==> config.mk <==
export PLATFORM = sky130hd
export DESIGN_NAME = ppg_top
export DESIGN_NICKNAME = d
export VERILOG_FILES = /design/src/hdl/ppg_top.v
export VERILOG_INCLUDE_DIRS = /design/src /design/src/hdl
export SDC_FILE = /design/constraint.sdc
export NUM_CORES = 2
export LEC_CHECK = 0
export BUFFER_PORTS_ARGS = -buffer_cell sky130_fd_sc_hd__buf_2
export CELL_PAD_IN_SITES_DETAIL_PLACEMENT = 0
export CELL_PAD_IN_SITES_GLOBAL_PLACEMENT = 1
export CORE_MARGIN = 2
export CORE_UTILIZATION = 40
export DETAILED_ROUTE_END_ITERATION = 8
export PLACE_DENSITY_LB_ADDON = 0.1
export SLEW_MARGIN = 0
export SYNTH_ARGS = -nofsm -noshare
export SYNTH_HDL_FRONTEND = slang
export SYNTH_SLANG_ARGS = --single-unit
==> constraint.sdc <==
create_clock -name hclk -period 16.8 [get_ports hclk]
set_input_delay 0 -clock hclk [delete_from_list [all_inputs] [get_ports hclk]]
set_output_delay 0 -clock hclk [all_outputs]
set_load 0.05 [all_outputs]
==> src/hdl/ppg_map.vh <==
/*
  Register map, reset values and timing constants of the positioning
  pulse generator. Included by the pulse generator top; holds definitions only.
*/
`ifndef PPG_MAP_VH
`define PPG_MAP_VH

`define PPG_CTRL_OFS 12'h000
`define PPG_UPPER_OFS 12'h004
`define PPG_LOWER_OFS 12'h008
`define PPG_SPDLIM_OFS 12'h00C
`define PPG_BIAS_OFS 12'h010
`define PPG_SPEED_OFS 12'h014
`define PPG_ACCEL_OFS 12'h018
`define PPG_MOVE_OFS 12'h01C
`define PPG_CMD_OFS 12'h020
`define PPG_STATUS_OFS 12'h024
`define PPG_POS_OFS 12'h028
`define PPG_INPUTS_OFS 12'h02C

`define PPG_CTRL_MODE_LSB 0
`define PPG_CTRL_DIRSET_BIT 2
`define PPG_CTRL_SCURVE_BIT 3
`define PPG_CTRL_FLS_EN_BIT 4
`define PPG_CTRL_RLS_EN_BIT 5

`define PPG_CMD_START_BIT 0
`define PPG_CMD_REV_BIT 1
`define PPG_CMD_STOP_BIT 2
`define PPG_CMD_CLRERR_BIT 3

`define PPG_MODE_FWDREV 2'h0
`define PPG_MODE_PLSDIR 2'h1
`define PPG_MODE_QUAD1 2'h2
`define PPG_MODE_QUAD4 2'h3

`define PPG_CTRL_RST 32'h00000000
`define PPG_UPPER_RST 32'h7FFFFFFF
`define PPG_LOWER_RST 32'h80000000
`define PPG_SPDLIM_RST 32'h00002710
`define PPG_SPDLIM_MAX 32'h00030D40
`define PPG_BIAS_RST 32'h00000000
`define PPG_SPEED_RST 32'h00000000
`define PPG_ACCEL_RST 32'h00000000

`define PPG_CLK_HZ 250000000
`define PPG_DIR_SETUP_US 100
`define PPG_PULSE_W_NS 2500
`define PPG_TICK_US 1000

`endif

==> src/hdl/ppg_top.v <==
/*
  Positioning pulse generator for one axis: AHB-Lite register slave,
  speed ramp, command pulse output in four formats, current position
  and stroke limit checks.
  Assumes a single hclk at 250 MHz, zero-wait AHB-Lite single word
  transfers, and limit and general inputs arriving asynchronously.
*/
// The placing of the registers and the AHB-Lite slave port were chosen for this implementation.
`timescale 1ns/1ps
`default_nettype none
`include "ppg_map.vh"

module ppg_top #(
  parameter DIR_SETUP_CYC = (`PPG_DIR_SETUP_US * (`PPG_CLK_HZ / 1000000)),
  parameter TICK_CYC = (`PPG_TICK_US * (`PPG_CLK_HZ / 1000000)),
  parameter FLS_BIT = 0,
  parameter RLS_BIT = 1
) (
  input wire hclk, // Bus and logic clock
  input wire hresetn, // Asynchronous reset, active low
  input wire hsel, // Slave select
  input wire [11:0] haddr, // Byte address
  input wire [1:0] htrans, // Transfer type
  input wire hwrite, // Write when high
  input wire [2:0] hsize, // Transfer size, word only
  input wire [31:0] hwdata, // Write data
  input wire hready, // Bus ready in
  output wire hreadyout, // Always ready
  output wire hresp, // Always OKAY
  output reg [31:0] hrdata, // Read data
  input wire [5:0] fast_inputs, // Fast general inputs
  input wire [9:0] normal_inputs, // General inputs, limit switches among them
  output reg forward_pulse_out, // Forward line, pulse line or phase A
  output reg reverse_pulse_out, // Reverse line, direction level or phase B
  output wire busy, // Motion in progress
  output wire error // Error latched
);

  localparam PULSE_W_CYC = (`PPG_PULSE_W_NS * (`PPG_CLK_HZ / 1000000)) / 1000;
  localparam [31:0] CLK_HZ = `PPG_CLK_HZ;
  localparam [1:0] ST_IDLE = 2'h0;
  localparam [1:0] ST_SETUP = 2'h1;
  localparam [1:0] ST_RUN = 2'h2;

  function [31:0] clamp_to;
    input [31:0] val;
    input [31:0] lim;
    begin
      clamp_to = (val > lim) ? lim : val;
    end
  endfunction

  reg [31:0] ctrl_reg, upper_reg, lower_reg, spdlim_reg, bias_reg;
  reg [31:0] speed_reg, accel_reg, move_reg, pos_reg;
  reg [1:0] state_reg;
  reg dir_rev_reg, err_reg, lim_stop_reg, soft_stop_reg;
  reg [31:0] remain_reg, ramp_pulses_reg, rate_reg, acc_reg;
  reg [31:0] wait_reg, tick_reg;
  reg [15:0] pw_reg;
  reg [1:0] quad_reg, quarter_reg;
  reg [5:0] fast_s1_reg, fast_s2_reg;
  reg [9:0] norm_s1_reg, norm_s2_reg;
  reg wr_pend_reg;
  reg [11:0] wr_addr_reg;

  wire [1:0] mode = ctrl_reg[`PPG_CTRL_MODE_LSB +: 2];
  wire dir_set_rev = ctrl_reg[`PPG_CTRL_DIRSET_BIT];
  wire scurve = ctrl_reg[`PPG_CTRL_SCURVE_BIT];

  // AHB-Lite slave: zero wait states, read data registered in the address phase
  assign hreadyout = 1'b1;
  assign hresp = 1'b0;
  wire addr_ok = hsel && htrans[1] && hready;
  wire rd_go = addr_ok && !hwrite;
  wire wr_go = wr_pend_reg;
  wire cmd_wr = wr_go && (wr_addr_reg == `PPG_CMD_OFS);

  // Inputs come straight from the optocouplers: high means voltage applied
  // and reads as on
  wire fls_on = norm_s2_reg[FLS_BIT];
  wire rls_on = norm_s2_reg[RLS_BIT];

  // Clamped speeds
  wire [31:0] spd_lim = spdlim_reg;
  wire [31:0] tgt_rate = clamp_to(speed_reg, spd_lim);
  wire [31:0] bias_c = clamp_to(bias_reg, spd_lim);
  wire [31:0] floor_rate = (bias_c == 32'h00000000) ? 32'h00000001 : bias_c;
  wire [31:0] start_rate = (accel_reg == 32'h00000000) ? tgt_rate :
                           ((tgt_rate > floor_rate) ? floor_rate : tgt_rate);

  // Edge rate: quadrature x1 needs four edges for one command pulse
  wire [31:0] edge_rate = (mode == `PPG_MODE_QUAD1) ? {rate_reg[29:0], 2'b00} : rate_reg;
  wire [31:0] acc_sum = acc_reg + edge_rate;
  wire edge_ev = (state_reg == ST_RUN) && (acc_sum >= CLK_HZ);

  // One command pulse is completed by this edge event
  wire cmd_pulse = edge_ev && ((mode != `PPG_MODE_QUAD1) || (quarter_reg == 2'h3));

  // Forward pulses count up unless the direction setting says otherwise
  wire pos_up = dir_rev_reg ^ ~dir_set_rev;
  wire [31:0] pos_next = pos_up ? pos_reg + 32'h00000001 : pos_reg - 32'h00000001;

  // Stroke check on the position the next pulse would reach
  wire soft_en = (upper_reg != lower_reg);
  wire soft_hit = soft_en && (pos_up ? ($signed(pos_next) > $signed(upper_reg)) :
                                       ($signed(pos_next) < $signed(lower_reg)));

  // Limit switch off while enabled halts motion
  wire hw_hit = (ctrl_reg[`PPG_CTRL_FLS_EN_BIT] && !fls_on) ||
                (ctrl_reg[`PPG_CTRL_RLS_EN_BIT] && !rls_on);

  wire moving = (state_reg != ST_IDLE);
  assign busy = moving;
  assign error = err_reg;

  // Ramp increment; the S-curve softens both ends of the ramp
  wire [31:0] inc_full = accel_reg;
  wire near_end = ((rate_reg - floor_rate) < {inc_full[29:0], 2'b00}) ||
                  ((tgt_rate - rate_reg) < {inc_full[29:0], 2'b00});
  wire [31:0] ramp_inc = (scurve && near_end) ? {1'b0, inc_full[31:1]} : inc_full;
  wire decel = (remain_reg <= ramp_pulses_reg);
  wire tick = (tick_reg == 32'h00000000);

  always @(posedge hclk or negedge hresetn) begin
    if (!hresetn) begin
      fast_s1_reg <= 6'h00;
      fast_s2_reg <= 6'h00;
      norm_s1_reg <= 10'h000;
      norm_s2_reg <= 10'h000;
    end else begin
      fast_s1_reg <= fast_inputs;
      fast_s2_reg <= fast_s1_reg;
      norm_s1_reg <= normal_inputs;
      norm_s2_reg <= norm_s1_reg;
    end
  end

  always @(posedge hclk or negedge hresetn) begin
    if (!hresetn) begin
      wr_pend_reg <= 1'b0;
      wr_addr_reg <= 12'h000;
      hrdata <= 32'h00000000;
    end else begin
      wr_pend_reg <= addr_ok && hwrite;
      if (addr_ok)
        wr_addr_reg <= haddr;
      if (rd_go) begin
        case (haddr)
          `PPG_CTRL_OFS: hrdata <= ctrl_reg;
          `PPG_UPPER_OFS: hrdata <= upper_reg;
          `PPG_LOWER_OFS: hrdata <= lower_reg;
          `PPG_SPDLIM_OFS: hrdata <= spdlim_reg;
          `PPG_BIAS_OFS: hrdata <= bias_reg;
          `PPG_SPEED_OFS: hrdata <= speed_reg;
          `PPG_ACCEL_OFS: hrdata <= accel_reg;
          `PPG_MOVE_OFS: hrdata <= remain_reg;
          `PPG_STATUS_OFS: hrdata <= {26'h0000000, state_reg, dir_rev_reg,
                                      soft_stop_reg, lim_stop_reg, err_reg};
          `PPG_POS_OFS: hrdata <= pos_reg;
          `PPG_INPUTS_OFS: hrdata <= {16'h0000, fast_s2_reg, norm_s2_reg};
          default: hrdata <= 32'h00000000;
        endcase
      end
    end
  end

  // Parameter registers; one set per axis, used by every kind of motion
  always @(posedge hclk or negedge hresetn) begin
    if (!hresetn) begin
      ctrl_reg <= `PPG_CTRL_RST;
      upper_reg <= `PPG_UPPER_RST;
      lower_reg <= `PPG_LOWER_RST;
      spdlim_reg <= `PPG_SPDLIM_RST;
      bias_reg <= `PPG_BIAS_RST;
      speed_reg <= `PPG_SPEED_RST;
      accel_reg <= `PPG_ACCEL_RST;
      move_reg <= 32'h00000000;
    end else if (wr_go) begin
      case (wr_addr_reg)
        `PPG_CTRL_OFS: ctrl_reg <= {26'h0000000, hwdata[5:0]};
        `PPG_UPPER_OFS: upper_reg <= hwdata;
        `PPG_LOWER_OFS: lower_reg <= hwdata;
        // Out-of-range limit values are pulled into 1..200000
        `PPG_SPDLIM_OFS: spdlim_reg <= (hwdata == 32'h00000000) ? 32'h00000001 :
                                      clamp_to(hwdata, `PPG_SPDLIM_MAX);
        `PPG_BIAS_OFS: bias_reg <= clamp_to(hwdata, `PPG_SPDLIM_MAX);
        `PPG_SPEED_OFS: speed_reg <= hwdata;
        `PPG_ACCEL_OFS: accel_reg <= hwdata;
        `PPG_MOVE_OFS: move_reg <= hwdata;
        default: ;
      endcase
    end
  end

  // Motion sequencer, ramp, position and stop handling
  always @(posedge hclk or negedge hresetn) begin
    if (!hresetn) begin
      state_reg <= ST_IDLE;
      dir_rev_reg <= 1'b0;
      err_reg <= 1'b0;
      lim_stop_reg <= 1'b0;
      soft_stop_reg <= 1'b0;
      remain_reg <= 32'h00000000;
      ramp_pulses_reg <= 32'h00000000;
      rate_reg <= 32'h00000000;
      acc_reg <= 32'h00000000;
      wait_reg <= 32'h00000000;
      tick_reg <= 32'h00000000;
      pos_reg <= 32'h00000000;
    end else begin
      tick_reg <= tick ? TICK_CYC - 1 : tick_reg - 32'h00000001;
      if (cmd_wr && hwdata[`PPG_CMD_CLRERR_BIT] && !moving) begin
        err_reg <= 1'b0;
        lim_stop_reg <= 1'b0;
        soft_stop_reg <= 1'b0;
      end
      // Position preset only while stopped
      if (wr_go && (wr_addr_reg == `PPG_POS_OFS) && !moving)
        pos_reg <= hwdata;
      case (state_reg)
        ST_IDLE: begin
          acc_reg <= 32'h00000000;
          if (cmd_wr && hwdata[`PPG_CMD_START_BIT] && !err_reg &&
              move_reg != 32'h00000000) begin
            dir_rev_reg <= hwdata[`PPG_CMD_REV_BIT];
            remain_reg <= move_reg;
            ramp_pulses_reg <= 32'h00000000;
            rate_reg <= start_rate;
            wait_reg <= DIR_SETUP_CYC;
            // Direction level needs its settling time before a reverse pulse
            state_reg <= (hwdata[`PPG_CMD_REV_BIT] && mode == `PPG_MODE_PLSDIR) ?
                         ST_SETUP : ST_RUN;
          end
        end
        ST_SETUP: begin
          wait_reg <= wait_reg - 32'h00000001;
          if (wait_reg == 32'h00000001)
            state_reg <= ST_RUN;
        end
        ST_RUN: begin
          if (edge_ev)
            acc_reg <= acc_sum - CLK_HZ;
          else
            acc_reg <= acc_sum;
          if (tick) begin
            if (decel)
              rate_reg <= (rate_reg > floor_rate + ramp_inc) ? rate_reg - ramp_inc :
                          floor_rate;
            else if (rate_reg < tgt_rate)
              rate_reg <= clamp_to(rate_reg + ramp_inc, tgt_rate);
            else if (rate_reg > tgt_rate)
              rate_reg <= (rate_reg > tgt_rate + ramp_inc) ? rate_reg - ramp_inc :
                          tgt_rate;
          end
          if (cmd_pulse) begin
            pos_reg <= pos_next;
            remain_reg <= remain_reg - 32'h00000001;
            if (!decel && rate_reg < tgt_rate)
              ramp_pulses_reg <= ramp_pulses_reg + 32'h00000001;
            if (remain_reg == 32'h00000001)
              state_reg <= ST_IDLE;
          end
        end
        default: state_reg <= ST_IDLE;
      endcase
      // Stops override the sequence; the check runs ahead of each command pulse
      if (moving) begin
        if (hw_hit) begin
          state_reg <= ST_IDLE;
          lim_stop_reg <= 1'b1;
          err_reg <= 1'b1;
        // Quadrature edges can come faster than the pulse width, so there only
        // the quarter count gates the check; never stop on an edge being sent
        end else if (state_reg == ST_RUN && soft_hit && quarter_reg == 2'h0 && !edge_ev &&
                     (pw_reg == 16'h0000 || mode[1])) begin
          state_reg <= ST_IDLE;
          soft_stop_reg <= 1'b1;
          err_reg <= 1'b1;
        end else if (cmd_wr && hwdata[`PPG_CMD_STOP_BIT]) begin
          state_reg <= ST_IDLE;
        end
      end
    end
  end

  // Output formatter
  always @(posedge hclk or negedge hresetn) begin
    if (!hresetn) begin
      forward_pulse_out <= 1'b0;
      reverse_pulse_out <= 1'b0;
      pw_reg <= 16'h0000;
      quad_reg <= 2'h0;
      quarter_reg <= 2'h0;
    end else if (err_reg) begin
      // Error output mode is fixed to clear
      forward_pulse_out <= 1'b0;
      reverse_pulse_out <= 1'b0;
      pw_reg <= 16'h0000;
      quad_reg <= 2'h0;
      quarter_reg <= 2'h0;
    end else begin
      if (edge_ev)
        pw_reg <= PULSE_W_CYC[15:0];
      else if (pw_reg != 16'h0000)
        pw_reg <= pw_reg - 16'h0001;
      if (edge_ev) begin
        quarter_reg <= (mode == `PPG_MODE_QUAD1) ? quarter_reg + 2'h1 : 2'h0;
        quad_reg <= dir_rev_reg ? quad_reg - 2'h1 : quad_reg + 2'h1;
      end
      case (mode)
        `PPG_MODE_FWDREV: begin
          // Only the line of the running direction ever pulses
          forward_pulse_out <= (edge_ev || pw_reg > 16'h0001) && !dir_rev_reg;
          reverse_pulse_out <= (edge_ev || pw_reg > 16'h0001) && dir_rev_reg;
        end
        `PPG_MODE_PLSDIR: begin
          forward_pulse_out <= edge_ev || pw_reg > 16'h0001;
          // Direction stays at the last run's level after a stop that latches no error
          reverse_pulse_out <= !dir_rev_reg;
        end
        default: begin
          // State order A,B = 00,10,11,01 gives B lagging A going forward
          forward_pulse_out <= quad_reg[1] ^ quad_reg[0];
          reverse_pulse_out <= quad_reg[1];
        end
      endcase
    end
  end

endmodule
`default_nettype wire

==> flow_metrics.tcl <==
set metrics [dict create \
    wl_per_cell_um 25.4 \
    yosysSeqAreaShare_pct 28.9 \
    start_kind "register" \
    grt_pass1_vias 44000 \
    vias 45000 \
    critical_path.max_stage_delay_ns 0.50 \
    htree_num_levels 3 \
    crit_share_post_route_pct 93.9 \
    postSynthNetCount 6461 \
    grt_util_all_layers_pct 30.4 \
    via_per_inst 5.94 \
    yosys_warnings 0 \
    clockPowerShare_pct 42.7 \
    timing.final.max_slew_violations 0 \
    crit_slowest_cell "sky130_fd_sc_hd__mux2i_1" \
    dominantRegCellSynth "sky130_fd_sc_hd__dfrtp_1" \
    postSynthAreaPerCell_um2 8.41 \
    rsz_0062_raised_after_global_routing "false" \
    grt_antenna_before_repair 3 \
    crit_fanout 17 \
    crit_path_end "rate_reg[21]" \
    place.detailed.hpwl_um 152000 \
    cts_tree "yes" \
    numPortBuffers 101 \
    hold_path.class "primary input to asynchronous set/reset pin" \
    cp-end-kind "register" \
    final_layout_size_suffix_gt1_share_pct 9.32 \
    worst_slew_pin_slew_ns 1.09 \
    power.leakage_nw 25.9 \
    grt_start_max_net_pins 136 \
    critPathRequiredTime_ns 17.37 \
    ir_worst_vdd_mv 0.0819 \
    crit_top_cell "sky130_fd_sc_hd__o21ai_0" \
    report.final.hold_viol_count 5 \
    power.switching_w 0.00131 \
    clockRootBuffer "sky130_fd_sc_hd__clkbuf_16" \
    worst_setup_path_startpoint "spd_lim[1]" \
    clock_transition_at_the_register_clock_pins_on_the_worst_setup_and_hold_paths_after_cts_ns 0.06 \
    die_width_um 353 \
    drt-total-wl_um 193000 \
    cts.sinks 559 \
    synthesis.area_mm2 0.0486 \
    r2r_end "rate_reg[21]" \
    final_clock_skew_ns 0.0520 \
    ys_seq_elements 559 \
    area_delta_synth_final_pct 12.7 \
    pwr_density_cell_mw_per_mm2 75.5 \
    placeableCoreArea_mm2 0.120 \
    final_nets 6588 \
    fin_crit_ns 15.78 \
    internal_power_w 0.00282 \
    totalNegativeSetupSlack_ns 0 \
    setup_viol 0 \
    drv_cap 0 \
    critical_path_arrival_ns 16.36 \
    clock_insertion_delay_worst_skew_ns 0.71 \
    outcome "finished, violations left" \
    ios 108 \
    swShare_pct 31.8 \
    timing.reg2reg.worst_path_depth 70 \
    max_clock_freq_ghz 0.0634 \
    gp_congestion 0.955 \
    worst_slew_margin_rel_pct 27.1 \
    globalRoute.totalOverflow 0 \
    die_area_mm2 0.124 \
    seq_power_share_pct 35.1 \
    regToRegSetupSlack_ns 1.02 \
    timing.setup.critical_path_class "register to register" \
    placementRows 127 \
    yosysUniqueCellTypes 83 \
    drt_first_iter_violations 3981 \
    timing.rr.start "spd_lim[1]" \
    grt_pass1_wl_um 286000 \
    drt.antenna.violating_nets 0 \
    tritoncts.num_buffers 75 \
    firstDrtPassIters 6 \
    power.combinational.fraction_pct 22.2 \
    syn_inst 5780 \
    die_h_um 353 \
    edff_count_synth 0 \
    remaining_drc_errors 0 \
    cts-root-to-sink-buffers 3 \
    floorplan.initialDensity_pct 40.4 \
    violations "negative hold slack" \
    postSynth.asyncResetShare_pct 100 \
    fin_worst_hold_slack_ns -0.0147 \
]
-- synth_stat cells (all sizes together) (12+ instances only) --
master | n | area (um2)
nor4 | 86 | 538
o21ai | 477 | 2390
ha | 605 | 7570
o211ai | 30 | 230
and3 | 37 | 231
nand2 | 506 | 1900
nor2 | 382 | 1440
a221oi | 28 | 251
o311ai | 14 | 123
buf | 35 | 166
nor3b | 12 | 90.1
a22o | 26 | 228
dfrtp | 522 | 13100
or4 | 19 | 143
a211oi | 31 | 245
nand2b | 85 | 532
a21oi | 405 | 2040
and2 | 41 | 257
a22oi | 57 | 428
or2 | 29 | 181
o21bai | 26 | 195
dfstp | 37 | 972
clkbuf | 207 | 777
o41ai | 12 | 105
a222oi | 48 | 480
mux2i | 124 | 1240
or3 | 62 | 388
a2111oi | 13 | 114
a31oi | 60 | 375
o22ai | 12 | 75.1
nand3 | 131 | 656
mux2 | 100 | 1130
xor2 | 78 | 683
nand3b | 17 | 128
nor3 | 143 | 716
inv | 394 | 1480
o31ai | 44 | 330
nor2b | 68 | 425
o21a | 84 | 631
nand4 | 103 | 644
xnor2 | 226 | 1980
a21o | 220 | 1650
-- layer usage --
| layer | share of wire [%] | vias up | GRT usage, % |
|---|---|---|---|
| li1 | - | 21300 | - |
| met5 | 0.0052 | - | 0 |
| met3 | 5.9 | 275 | 3.82 |
| met4 | 4.4 | 2 | 12.3 |
| met1 | 45 | 22000 | 42.1 |
| met2 | 44 | 1408 | 47.9 |
-- repair_timing --
item                       CTS  global route
setup buffers                0             0
resized for setup            0             4
setup endpoints to repair    0            32
hold endpoints to repair   374             0
hold buffers                79             0
-- power groups by stage --
stage               Combinational (W)  Sequential, W  Clock, W
finish                       0.000916        0.00145   0.00177
floorplan                    0.000621        0.00146         0
CTS                          0.000912        0.00145   0.00180
global route                  0.00102        0.00146   0.00185
detailed placement           0.000891        0.00147         0
global placement             0.000884        0.00147         0
-- worst min-delay path by stage --
stage | start | to
2_1_floorplan | hresetn | acc_reg[0]
3_3_place_gp | fast_inputs[3] | fast_s1_reg[3]
3_5_place_dp | fast_inputs[4] | fast_s1_reg[4]
4_1_cts | hresetn | tick_reg[15]
5_1_grt | hresetn | tick_reg[4]
6_report | hresetn | tick_reg[5]
-- area by class of cell --
class / instances / area [um2]
fill: 11900 / 65500
multi-input combinational: 4585 / 32300
sequential: 559 / 14000
timing repair buffer: 292 / 2180
clock buffer: 103 / 2140
tap: 1612 / 2020
inverter: 394 / 1480
clock inverter: 32 / 543
antenna: 3 / 7.51
-- critical path, delay by kind of cell, from the launching register on --
family                   cells  cell delay (ns)
flip-flops                   1             0.49
adder cells (fa/ha/maj)      6             1.87
buffers and inverters        7             1.06
AO/OA/AOI/OAI               41             9.09
AND/OR/NAND/NOR             11             1.91
multiplexers                 4             1.10
XOR/XNOR                     1             0.09
-- metrics by stage --
| stage | setup WS, ns | total power (W) | util, % | area (um2) | instances |
|---|---|---|---|---|---|
| 6_report | 1.02 | 0.00413 | 45.5 | 54700 | 7580 |
| 3_3_place_gp | 0.746 | 0.00236 | 42.6 | 51200 | 7363 |
| 3_5_place_dp | 0.720 | 0.00237 | 42.6 | 51200 | 7363 |
| 2_1_floorplan | 2.72 | 0.00208 | - | 48600 | 5780 |
| 4_1_cts | 0.669 | 0.00416 | 45.5 | 54700 | 7577 |
| 5_1_grt | 0.0189 | 0.00433 | 45.5 | 54700 | 7578 |
-- placed cells by master (no fill, tap or decap), types with 48 or more instances in the layout --
master and instances:
sky130_fd_sc_hd__a222oi_1 48, sky130_fd_sc_hd__xor2_1 77, sky130_fd_sc_hd__buf_4 109, sky130_fd_sc_hd__inv_1 394, sky130_fd_sc_hd__xnor2_1 226, sky130_fd_sc_hd__a21o_1 220
sky130_fd_sc_hd__a22oi_1 57, sky130_fd_sc_hd__mux2_2 99, sky130_fd_sc_hd__nor2_1 369, sky130_fd_sc_hd__nand2_1 506, sky130_fd_sc_hd__nand4_1 103, sky130_fd_sc_hd__nor4_1 85
sky130_fd_sc_hd__ha_1 605, sky130_fd_sc_hd__dlygate4sd3_1 79, sky130_fd_sc_hd__nor2b_1 68, sky130_fd_sc_hd__dfrtp_1 521, sky130_fd_sc_hd__o21a_1 84, sky130_fd_sc_hd__or3_1 62
sky130_fd_sc_hd__buf_2 100, sky130_fd_sc_hd__a31oi_1 59, sky130_fd_sc_hd__clkbuf_16 75, sky130_fd_sc_hd__nand3_1 130, sky130_fd_sc_hd__mux2i_1 123, sky130_fd_sc_hd__nor3_1 141
sky130_fd_sc_hd__a21oi_1 404, sky130_fd_sc_hd__o21ai_0 428, sky130_fd_sc_hd__nand2b_1 82
-- cells by family (layout without fill, tap and decap cells) --
| kind of cell | after synthesis | after routing | share of synthesized area (%) |
|---|---|---|---|
| xor gates and xnor gates | 306 | 306 | 5.57 |
| other | 2 | 5 | 0.0155 |
| DFF | 559 | 559 | 28.9 |
| muxes | 224 | 224 | 4.87 |
| buffers and inverters | 636 | 821 | 4.98 |
| adders and majority gates | 611 | 611 | 15.8 |
| and+or+nand+nor | 1738 | 1738 | 17.3 |
| AOI/OAI and AO/OA | 1704 | 1704 | 22.5 |
Power figures use the tool's default switching activity.
